===== config.mk =====
export PLATFORM = sky130hd
export DESIGN_NAME = gtc_timer
export DESIGN_NICKNAME = d
export VERILOG_FILES = /design/src/gtc_pkg.sv /design/src/gtc_edge_arm.sv /design/src/gtc_timer.sv
export VERILOG_INCLUDE_DIRS = /design/src
export SDC_FILE = /design/constraint.sdc
export NUM_CORES = 1
export LEC_CHECK = 0
export BUFFER_PORTS_ARGS = -buffer_cell sky130_fd_sc_hd__buf_4
export CAP_MARGIN = 40
export CELL_PAD_IN_SITES_DETAIL_PLACEMENT = 1
export CELL_PAD_IN_SITES_GLOBAL_PLACEMENT = 2
export CORE_MARGIN = 1.5
export CORE_UTILIZATION = 30
export DETAILED_ROUTE_END_ITERATION = 7
export PLACE_DENSITY = 0.78
export REMOVE_ABC_BUFFERS = 1
export SYNTH_ARGS = -nofsm -noshare
export SYNTH_HDL_FRONTEND = slang
export SYNTH_HIERARCHICAL = 1
export SYNTH_SLANG_ARGS = --single-unit

===== constraint.sdc =====
create_clock -name mclk -period 3.5 [get_ports mclk]
set_clock_uncertainty 0.05 [all_clocks]
set_input_delay 0 -clock mclk [delete_from_list [all_inputs] [get_ports mclk]]
set_output_delay 0 -clock mclk [all_outputs]
set_load 0.005 [all_outputs]

===== src/gtc_params.svh =====
// gtc_params.svh: register offsets, field positions, reset values for the gated timer
// assumes: included by the timer, checker and bench modules by bare name
`ifndef GTC_PARAMS_SVH
`define GTC_PARAMS_SVH
`define GTC_OFF_CTRL 8'h00
`define GTC_OFF_CNT_LO 8'h04
`define GTC_OFF_CNT_HI 8'h08
`define GTC_OFF_STATUS 8'h0C
`define GTC_OFF_GATE 8'h10
`define GTC_OFF_PORTA 8'h14
`define GTC_CTRL_ON 0
`define GTC_CTRL_CLKSRC 1
`define GTC_CTRL_SYNCDIS 2
`define GTC_CTRL_OSCEN 3
`define GTC_CTRL_PS_LO 4
`define GTC_CTRL_PS_HI 5
`define GTC_GATE_EN 0
`define GTC_GATE_SRC 1
`define GTC_GATE_INV 2
`define GTC_CTRL_RST 8'h00
`define GTC_GATE_RST 8'h00
`define GTC_DIR_RST 2'b11
`endif


===== src/gtc_pkg.sv =====
// gtc_pkg.sv: types shared by the gated timer modules
// assumes: nothing beyond the language
package gtc_pkg;
  typedef struct packed {
    logic [1:0] prescale_select;
    logic lp_osc_enable;
    logic sync_disable;
    logic clk_src_ext;
    logic timer_on;
  } gtc_ctrl_t;
  typedef struct packed {
    logic gate_invert;
    logic gate_src_cmp;
    logic gate_en;
  } gtc_gate_t;
  typedef enum logic [1:0] {GTC_ARM_WAIT_LOW, GTC_ARM_WAIT_FALL, GTC_ARM_READY} gtc_arm_t;
endpackage : gtc_pkg


===== src/gtc_edge_arm.sv =====
// gtc_edge_arm.sv: arms external rising-edge counting after a falling edge is seen
// assumes: pin level already sampled in mclk domain; enable is timer on with the external source selected
`timescale 1ns/1ps
`default_nettype none
module gtc_edge_arm (
  input wire logic mclk,
  input wire logic rst,
  input wire logic enable,
  input wire logic pin_now,
  input wire logic pin_prev,
  output logic count_edge
);
  gtc_pkg::gtc_arm_t state_ff;
  gtc_pkg::gtc_arm_t nxt_state;
  always_comb begin
    nxt_state = state_ff;
    count_edge = 1'b0;
    case (state_ff)
      gtc_pkg::GTC_ARM_WAIT_LOW: begin
        if (enable && pin_prev && !pin_now) begin
          nxt_state = gtc_pkg::GTC_ARM_READY;
        end
      end
      gtc_pkg::GTC_ARM_WAIT_FALL: nxt_state = gtc_pkg::GTC_ARM_WAIT_LOW;
      gtc_pkg::GTC_ARM_READY: begin
        if (!enable) begin
          nxt_state = gtc_pkg::GTC_ARM_WAIT_LOW;
        end else begin
          count_edge = !pin_prev && pin_now;
        end
      end
      default: nxt_state = gtc_pkg::GTC_ARM_WAIT_LOW;
    endcase
  end
  always_ff @(posedge mclk or posedge rst) begin
    if (rst) begin
      state_ff <= gtc_pkg::GTC_ARM_WAIT_LOW;
    end else begin
      state_ff <= nxt_state;
    end
  end
endmodule : gtc_edge_arm
`default_nettype wire


===== src/gtc_timer.sv =====
// gtc_timer.sv: 16-bit gated timer/counter with prescaler, wishbone register slave
// assumes: classic wishbone master on mclk; pins synchronous to mclk
//
// Summary of operation
// internal source counts mclk divided by the prescale ratio
// external source counts rising edges of the external clock pin
// software picks synchronized or unsynchronized external counting
// a falling edge must precede the first counted rising edge after enable
// prescale ratios 1, 2, 4, 8 from a two-bit select field
// prescaler hidden; cleared on any write to either count byte
// crystal oscillator enabled only while the oscillator enable bit is set
// oscillator keeps running while the processor sleeps
// software uses the oscillator only with internal or low-power crystal clock
// oscillator on forces pin 4/5 direction to input; data bits read zero
// software waits for oscillator start-up before enabling the timer
// sync disable bit counts the external clock without the sync stage
// unsynchronized external counting runs in sleep, overflow wakes processor
// switching sync mode may lose or add one increment
// reads of either byte while counting return a coherent value
// software should stop the timer before writing the count bytes
// with gating enabled, count only while the gate is active
// gate source is the gate pin or the second comparator output
// count only while timer on is set, else hold
// rollover wraps to zero and sets a sticky overflow flag and request
//
// Decided for this implementation: the Wishbone register port and the address map.
`timescale 1ns/1ps
`default_nettype none
`include "gtc_params.svh"
module gtc_timer (
  input wire logic mclk,
  input wire logic rst,
  input wire logic wb_cyc_i,
  input wire logic wb_stb_i,
  input wire logic wb_we_i,
  input wire logic [7:0] wb_adr_i,
  input wire logic [3:0] wb_sel_i,
  input wire logic [31:0] wb_dat_i,
  output logic [31:0] wb_dat_o,
  output logic wb_ack_o,
  input wire logic ext_count_clock_pin,
  input wire logic gate_pin,
  input wire logic second_comparator,
  input wire logic sleep,
  input wire logic porta_pin5,
  input wire logic porta_pin4,
  output logic lp_osc_run,
  output logic overflow_irq,
  output logic porta_dir_bit5,
  output logic porta_dir_bit4
);
  gtc_pkg::gtc_ctrl_t ctrl_ff;
  gtc_pkg::gtc_gate_t gate_ff;
  logic [15:0] count_ff;
  logic [2:0] presc_ff;
  logic ovf_ff;
  logic [1:0] dir_ff;
  logic ext_s1_ff;
  logic ext_s2_ff;
  logic ext_prev_ff;
  logic ext_raw_prev_ff;
  logic [31:0] nxt_dat;
  logic ack_ff;
  logic [31:0] dat_ff;
  logic lp_osc_ff;
  logic irq_ff;
  logic dir5_ff;
  logic dir4_ff;
  logic bus_req;
  logic wr_lo;
  logic wr_hi;
  logic ext_now;
  logic ext_prev;
  logic ext_edge;
  logic gate_active;
  logic tick;
  logic presc_hit;
  logic [16:0] inc_sum;

  function automatic logic [2:0] ratio_mask(input logic [1:0] sel);
    case (sel)
      2'b00: ratio_mask = 3'b000;
      2'b01: ratio_mask = 3'b001;
      2'b10: ratio_mask = 3'b011;
      default: ratio_mask = 3'b111;
    endcase
  endfunction : ratio_mask

  function automatic logic byte_hit(input logic [7:0] adr, input logic [7:0] off);
    byte_hit = (adr == off);
  endfunction : byte_hit

  // bus strobes: one request per cycle, ack drops the cycle after it rose
  assign bus_req = wb_cyc_i && wb_stb_i && !ack_ff;
  assign wr_lo = bus_req && wb_we_i && wb_sel_i[0] && byte_hit(wb_adr_i, `GTC_OFF_CNT_LO);
  assign wr_hi = bus_req && wb_we_i && wb_sel_i[0] && byte_hit(wb_adr_i, `GTC_OFF_CNT_HI);

  // external pin: synchronized path or direct (raw sampled) path
  always_ff @(posedge mclk or posedge rst) begin
    if (rst) begin
      ext_s1_ff <= 1'b0;
      ext_s2_ff <= 1'b0;
      ext_prev_ff <= 1'b0;
      ext_raw_prev_ff <= 1'b0;
    end else begin
      ext_s1_ff <= ext_count_clock_pin;
      ext_s2_ff <= ext_s1_ff;
      ext_prev_ff <= ext_s2_ff;
      ext_raw_prev_ff <= ext_count_clock_pin;
    end
  end
  assign ext_now = ctrl_ff.sync_disable ? ext_count_clock_pin : ext_s2_ff;
  assign ext_prev = ctrl_ff.sync_disable ? ext_raw_prev_ff : ext_prev_ff;

  gtc_edge_arm u_arm (
    .mclk(mclk),
    .rst(rst),
    .enable(ctrl_ff.timer_on && ctrl_ff.clk_src_ext),
    .pin_now(ext_now),
    .pin_prev(ext_prev),
    .count_edge(ext_edge)
  );

  // gate selection and polarity
  assign gate_active = !gate_ff.gate_en ||
    ((gate_ff.gate_src_cmp ? second_comparator : gate_pin) ^ gate_ff.gate_invert);

  // synchronized counting stalls in sleep; unsynchronized counting keeps going
  assign tick = ctrl_ff.clk_src_ext ? (ext_edge && (ctrl_ff.sync_disable || !sleep))
                                    : !sleep;
  assign presc_hit = ((presc_ff & ratio_mask(ctrl_ff.prescale_select)) ==
                      ratio_mask(ctrl_ff.prescale_select));
  assign inc_sum = {1'b0, count_ff} + 17'h0_0001;

  // prescaler, not visible on the bus
  always_ff @(posedge mclk or posedge rst) begin
    if (rst) begin
      presc_ff <= 3'h0;
    end else if (wr_lo || wr_hi) begin
      presc_ff <= 3'h0;
    end else if (ctrl_ff.timer_on && gate_active && tick) begin
      presc_ff <= presc_ff + 3'h1;
    end
  end

  // counter pair
  always_ff @(posedge mclk or posedge rst) begin
    if (rst) begin
      count_ff <= 16'h0000;
    end else if (wr_lo) begin
      count_ff <= {count_ff[15:8], wb_dat_i[7:0]};
    end else if (wr_hi) begin
      count_ff <= {wb_dat_i[7:0], count_ff[7:0]};
    end else if (ctrl_ff.timer_on && gate_active && tick && presc_hit) begin
      count_ff <= inc_sum[15:0];
    end
  end

  // sticky overflow: the set wins over a software clear
  always_ff @(posedge mclk or posedge rst) begin
    if (rst) begin
      ovf_ff <= 1'b0;
    end else if (ctrl_ff.timer_on && gate_active && tick && presc_hit && inc_sum[16]
                 && !wr_lo && !wr_hi) begin
      ovf_ff <= 1'b1;
    end else if (bus_req && wb_we_i && wb_sel_i[0] && byte_hit(wb_adr_i, `GTC_OFF_STATUS)
                 && wb_dat_i[0]) begin
      ovf_ff <= 1'b0;
    end
  end

  // control and gate registers
  always_ff @(posedge mclk or posedge rst) begin
    if (rst) begin
      ctrl_ff <= gtc_pkg::gtc_ctrl_t'(6'(`GTC_CTRL_RST));
      gate_ff <= gtc_pkg::gtc_gate_t'(3'(`GTC_GATE_RST));
    end else if (bus_req && wb_we_i && wb_sel_i[0]) begin
      if (byte_hit(wb_adr_i, `GTC_OFF_CTRL)) begin
        ctrl_ff.timer_on <= wb_dat_i[`GTC_CTRL_ON];
        ctrl_ff.clk_src_ext <= wb_dat_i[`GTC_CTRL_CLKSRC];
        ctrl_ff.sync_disable <= wb_dat_i[`GTC_CTRL_SYNCDIS];
        ctrl_ff.lp_osc_enable <= wb_dat_i[`GTC_CTRL_OSCEN];
        ctrl_ff.prescale_select <= wb_dat_i[`GTC_CTRL_PS_HI:`GTC_CTRL_PS_LO];
      end
      if (byte_hit(wb_adr_i, `GTC_OFF_GATE)) begin
        gate_ff.gate_en <= wb_dat_i[`GTC_GATE_EN];
        gate_ff.gate_src_cmp <= wb_dat_i[`GTC_GATE_SRC];
        gate_ff.gate_invert <= wb_dat_i[`GTC_GATE_INV];
      end
    end
  end

  // port a direction bits 5:4, forced to input while the oscillator runs
  always_ff @(posedge mclk or posedge rst) begin
    if (rst) begin
      dir_ff <= `GTC_DIR_RST;
    end else if (ctrl_ff.lp_osc_enable) begin
      dir_ff <= 2'b11;
    end else if (bus_req && wb_we_i && wb_sel_i[0] && byte_hit(wb_adr_i, `GTC_OFF_PORTA)) begin
      dir_ff <= wb_dat_i[5:4];
    end
  end

  // read mux; count bytes come from one register so each read is coherent
  always_comb begin
    nxt_dat = 32'h0000_0000;
    if (byte_hit(wb_adr_i, `GTC_OFF_CTRL)) begin
      nxt_dat[5:0] = {ctrl_ff.prescale_select, ctrl_ff.lp_osc_enable,
                      ctrl_ff.sync_disable, ctrl_ff.clk_src_ext, ctrl_ff.timer_on};
    end else if (byte_hit(wb_adr_i, `GTC_OFF_CNT_LO)) begin
      nxt_dat[7:0] = count_ff[7:0];
    end else if (byte_hit(wb_adr_i, `GTC_OFF_CNT_HI)) begin
      nxt_dat[7:0] = count_ff[15:8];
    end else if (byte_hit(wb_adr_i, `GTC_OFF_STATUS)) begin
      nxt_dat[0] = ovf_ff;
    end else if (byte_hit(wb_adr_i, `GTC_OFF_GATE)) begin
      nxt_dat[2:0] = {gate_ff.gate_invert, gate_ff.gate_src_cmp, gate_ff.gate_en};
    end else if (byte_hit(wb_adr_i, `GTC_OFF_PORTA)) begin
      nxt_dat[5:4] = dir_ff;
      nxt_dat[13:12] = ctrl_ff.lp_osc_enable ? 2'b00 : {porta_pin5, porta_pin4};
    end
  end

  // bus answer, one cycle after the request; unmapped reads return zero
  always_ff @(posedge mclk or posedge rst) begin
    if (rst) begin
      ack_ff <= 1'b0;
      dat_ff <= 32'h0000_0000;
    end else begin
      ack_ff <= bus_req;
      dat_ff <= bus_req ? nxt_dat : 32'h0000_0000;
    end
  end

  // registered outputs; oscillator enable ignores sleep
  always_ff @(posedge mclk or posedge rst) begin
    if (rst) begin
      lp_osc_ff <= 1'b0;
      irq_ff <= 1'b0;
      dir5_ff <= 1'b1;
      dir4_ff <= 1'b1;
    end else begin
      lp_osc_ff <= ctrl_ff.lp_osc_enable;
      irq_ff <= ovf_ff;
      dir5_ff <= dir_ff[1] | ctrl_ff.lp_osc_enable;
      dir4_ff <= dir_ff[0] | ctrl_ff.lp_osc_enable;
    end
  end

  assign wb_ack_o = ack_ff;
  assign wb_dat_o = dat_ff;
  assign lp_osc_run = lp_osc_ff;
  assign overflow_irq = irq_ff;
  assign porta_dir_bit5 = dir5_ff;
  assign porta_dir_bit4 = dir4_ff;
endmodule : gtc_timer
`default_nettype wire


==> results.sh <==
export IMPL_drv_cap=0
export IMPL_synth_edff_count=0
export IMPL_vias=2354
export IMPL_dr_pass1_iters=4
export IMPL_area_delta_synth_final_pct=22.22
export IMPL_post_drt_wl_per_cell_um=16.31
export IMPL_grt_max_degree=29
export IMPL_fillCellCount=1086
export IMPL_rsz0062_at_grt="no"
export IMPL_crit_family="simple AND/OR/NAND/NOR gates"
export IMPL_regArea_um2=1256
export IMPL_insertion_delay_ns=0.31
export IMPL_clkSinkCount=50
export IMPL_setup_viol=0
export IMPL_yosys_warnings=6
export IMPL_cts_root_buf="clkbuf_8"
export IMPL_cp_required_ns=3.66
export IMPL_row_count=35
export IMPL_antennaDiodeCount=0
export IMPL_clock_path_buffers=2
export IMPL_crit_path_top_delay_cell="dfrtp_1"
export IMPL_r2r_start="ctrl_ff[2]"
export IMPL_dpl_hpwl_um=5827
export IMPL_hold_depth=4
export IMPL_grt_pass1_vias=2352
export IMPL_die_area_um2=10010
export IMPL_syn_area_um2=2826
export IMPL_htree_levels=2
export IMPL_core_area_um2=9196
export IMPL_drtIter0Drc=182
export IMPL_grt_pass1_wl_um=12630
export IMPL_leakagePower_nw=1.531
export IMPL_ys_seq_elements=50
export IMPL_yosysUniqueCellTypes=57
export IMPL_slew_headroom_pct=46.48
export IMPL_cts_buffers=5
export IMPL_synth_seq_area_share_pct=44.44
export IMPL_grt_remaining_overflow=0
export IMPL_pwr_density_cell_nw_per_um2=391.1
export IMPL_clk_pin_slew_ns=0.09
export IMPL_synth_area_per_cell_um2=9.647
export IMPL_worstMarginPinSlew_ns=0.7954
export IMPL_die_w_um=100.1
export IMPL_worstPathArrival_ns=3.11
export IMPL_portBuffers=42
export IMPL_wirelength_um=7599
export IMPL_start_kind="flop"
export IMPL_reg2reg_depth=9
export IMPL_min_to="wb_dat_o[3]"
export IMPL_pin_count=92
export IMPL_ys_flop_type="dfrtp_1"
export IMPL_min_from="wb_adr_i[1]"
export IMPL_drc=0
export IMPL_fin_tns_setup_ns=0
export IMPL_crit_type="reg -> reg"
export IMPL_rrSetupSlack_ns=0.55
export IMPL_viasPerCell=5.052
export IMPL_holdCritPathClass="in -> reg"
export IMPL_status="finished clean"
export IMPL_start_util_pct=30.73
export IMPL_crit_path_end_kind="flop"
export IMPL_critical_path_max_fanout=14
export IMPL_nets=411
export IMPL_post_cts_buffers=0
export IMPL_fin_util_pct=37.56
export IMPL_period_share_pct=84.23
export IMPL_min_period_ns=2.948
export IMPL_path_cells="mux2_2 > and4b_2 > inv_1 > a221o_1 > nor4_4 > buf_4 > nand2_4 > or3_1 > a31oi_1"
export IMPL_async_reset_ff_share_pct=100.0
export IMPL_vdd_drop_max_uv=251.2
export IMPL_place_congestion=0.8068
export IMPL_groute_usage_overall_pct=16.21
export IMPL_multi_input_area_um2=1399
export IMPL_postPlaceCellArea_um2=3206
export IMPL_maxSlewViolCount=0
export IMPL_die_h_um=100.1
export IMPL_cpPeakStageDelay_ns=0.46
export IMPL_r2r_end="count_ff[2]"
export IMPL_synthCells=293
export IMPL_postLayoutCellArea_um2=3455
export IMPL_antenna_left=0
export IMPL_cts_tree="done"
export IMPL_hold_violations=0
export IMPL_drive_above_1_share_pct=24.23
export IMPL_antenna_found_initial=0
export IMPL_crit_buf_inv=2
export IMPL_max_freq_mhz=339.2
-- placed cells by master (no fill, tap or decap), types with 3 or more instances in the layout --
master	count
a21oi_1	10
a22oi_1	4
a31oi_1	5
a32oi_1	3
and2_1	8
and3_1	3
buf_4	45
clkbuf_8	6
conb_1	22
dfrtp_1	46
dfstp_2	4
dlygate4sd3_1	15
inv_1	11
mux2_2	10
nand2_1	27
nand3_1	10
nand3b_1	3
nand4_1	7
nor2_1	28
nor3_1	5
nor4_1	3
nor4_4	3
o21a_1	3
o21ai_0	12
o21ai_1	4
o221ai_1	3
or3_1	3
xnor2_1	3
xor2_1	6
-- timing repair --
item                      in CTS  in global routing
hold buffers                  15                  0
hold endpoints to repair      50                  0
resized for setup              0                  0
-- worst reg2reg max path, cell delays in order, from the launching register on --
cell and delay (ns):
dfrtp_1 0.46, mux2_2 0.37, and4b_2 0.26, inv_1 0.04, a221o_1 0.44, nor4_4 0.28, buf_4 0.26, nand2_4 0.14
or3_1 0.33, a31oi_1 0.23
-- cell type report --
type                       count  share of cell area (%)
inverter                      13                   1.413
timing repair buffer          62                   14.85
tap                          111                   4.020
multi-input combinational    222                   40.49
sequential                    50                   36.36
clock inverter                 2                  0.4708
clock buffer                   6                   2.390
-- through the flow --
step / worst slack [ns] / std cells / hold WS [ns] / power, mW
6_report: 0.5518 / 466 / 0.01946 / 1.351
3_5_place_dp: 0.5593 / 443 / -0.1900 / 0.9874
2_1_floorplan: 0.7823 / 285 / -0.3213 / 0.8720
4_1_cts: 0.5408 / 466 / 0.01086 / 1.372
3_3_place_gp: 0.7031 / 441 / -0.1935 / 0.9678
5_1_grt: 0.4356 / 466 / 0.04447 / 1.438
-- power breakdown --
group          switching, mW  internal (mW)  leakage (nW)
Combinational          0.135          0.124         0.854
Sequential            0.0778          0.648         0.629
Clock                  0.203          0.163        0.0478
Total                  0.416          0.935          1.53
-- kinds of logic (layout without fill, tap and decap cells) --
group / count (synthesis) / after routing / share of synthesized area [%]
simple gates: 121 / 121 / 24.97
compound gates: 55 / 55 / 12.62
flops: 50 / 50 / 44.44
buf+inv: 42 / 83 / 8.853
mux: 13 / 13 / 5.312
xor+xnor: 9 / 9 / 2.789
fa+ha+maj: 2 / 2 / 0.8852
other cells: 1 / 22 / 0.1327
-- flip-flops by register name (all words and copies together), names as in the netlist --
register         cells
ext_raw_prev_ff      1
ovf_ff               1
porta_dir_bit4       1
presc_ff             3
ext_prev_ff          1
gate_ff              3
overflow_irq         1
dir_ff               2
wb_ack_o             1
u_arm/state_ff       1
porta_dir_bit5       1
ext_s2_ff            1
lp_osc_run           1
wb_dat_o            10
count_ff            16
ctrl_ff              6
-- how the worst max path moves through the flow --
stage / startpoint / end / cells past startpoint
finish: ctrl_ff[2] / count_ff[2] / 9
floorplan: ctrl_ff[2] / count_ff[2] / 8
global placement: ctrl_ff[2] / count_ff[2] / 9
CTS: ctrl_ff[2] / count_ff[2] / 9
detailed placement: ctrl_ff[2] / count_ff[2] / 9
global route: ctrl_ff[2] / count_ff[2] / 9
-- layer usage --
layer	vias up	global-route usage [%]	wire length (um)
met5	-	0	0
met4	0	3.250	58
met3	5	1.880	171
met2	42	26.84	3661
met1	1185	22.98	3709
li1	1122	-	-
-- Yosys cell counts (all sizes together), types with 4 or more instances --
master	n	area [um^2]
o21ai	16	80.08
nor2	28	105.1
dfrtp	46	1151
a31oi	5	31.28
xor2	6	52.55
nor4	6	82.58
mux2	10	112.6
clkbuf	4	15.01
nand2	28	112.6
dfstp	4	105.1
nand3	10	50.05
and2	10	65.06
buf	25	186.4
nor3	6	41.29
a21oi	10	50.05
inv	12	45.04
a22oi	4	30.03
nand4	8	56.30
Power figures use the tool's default switching activity.
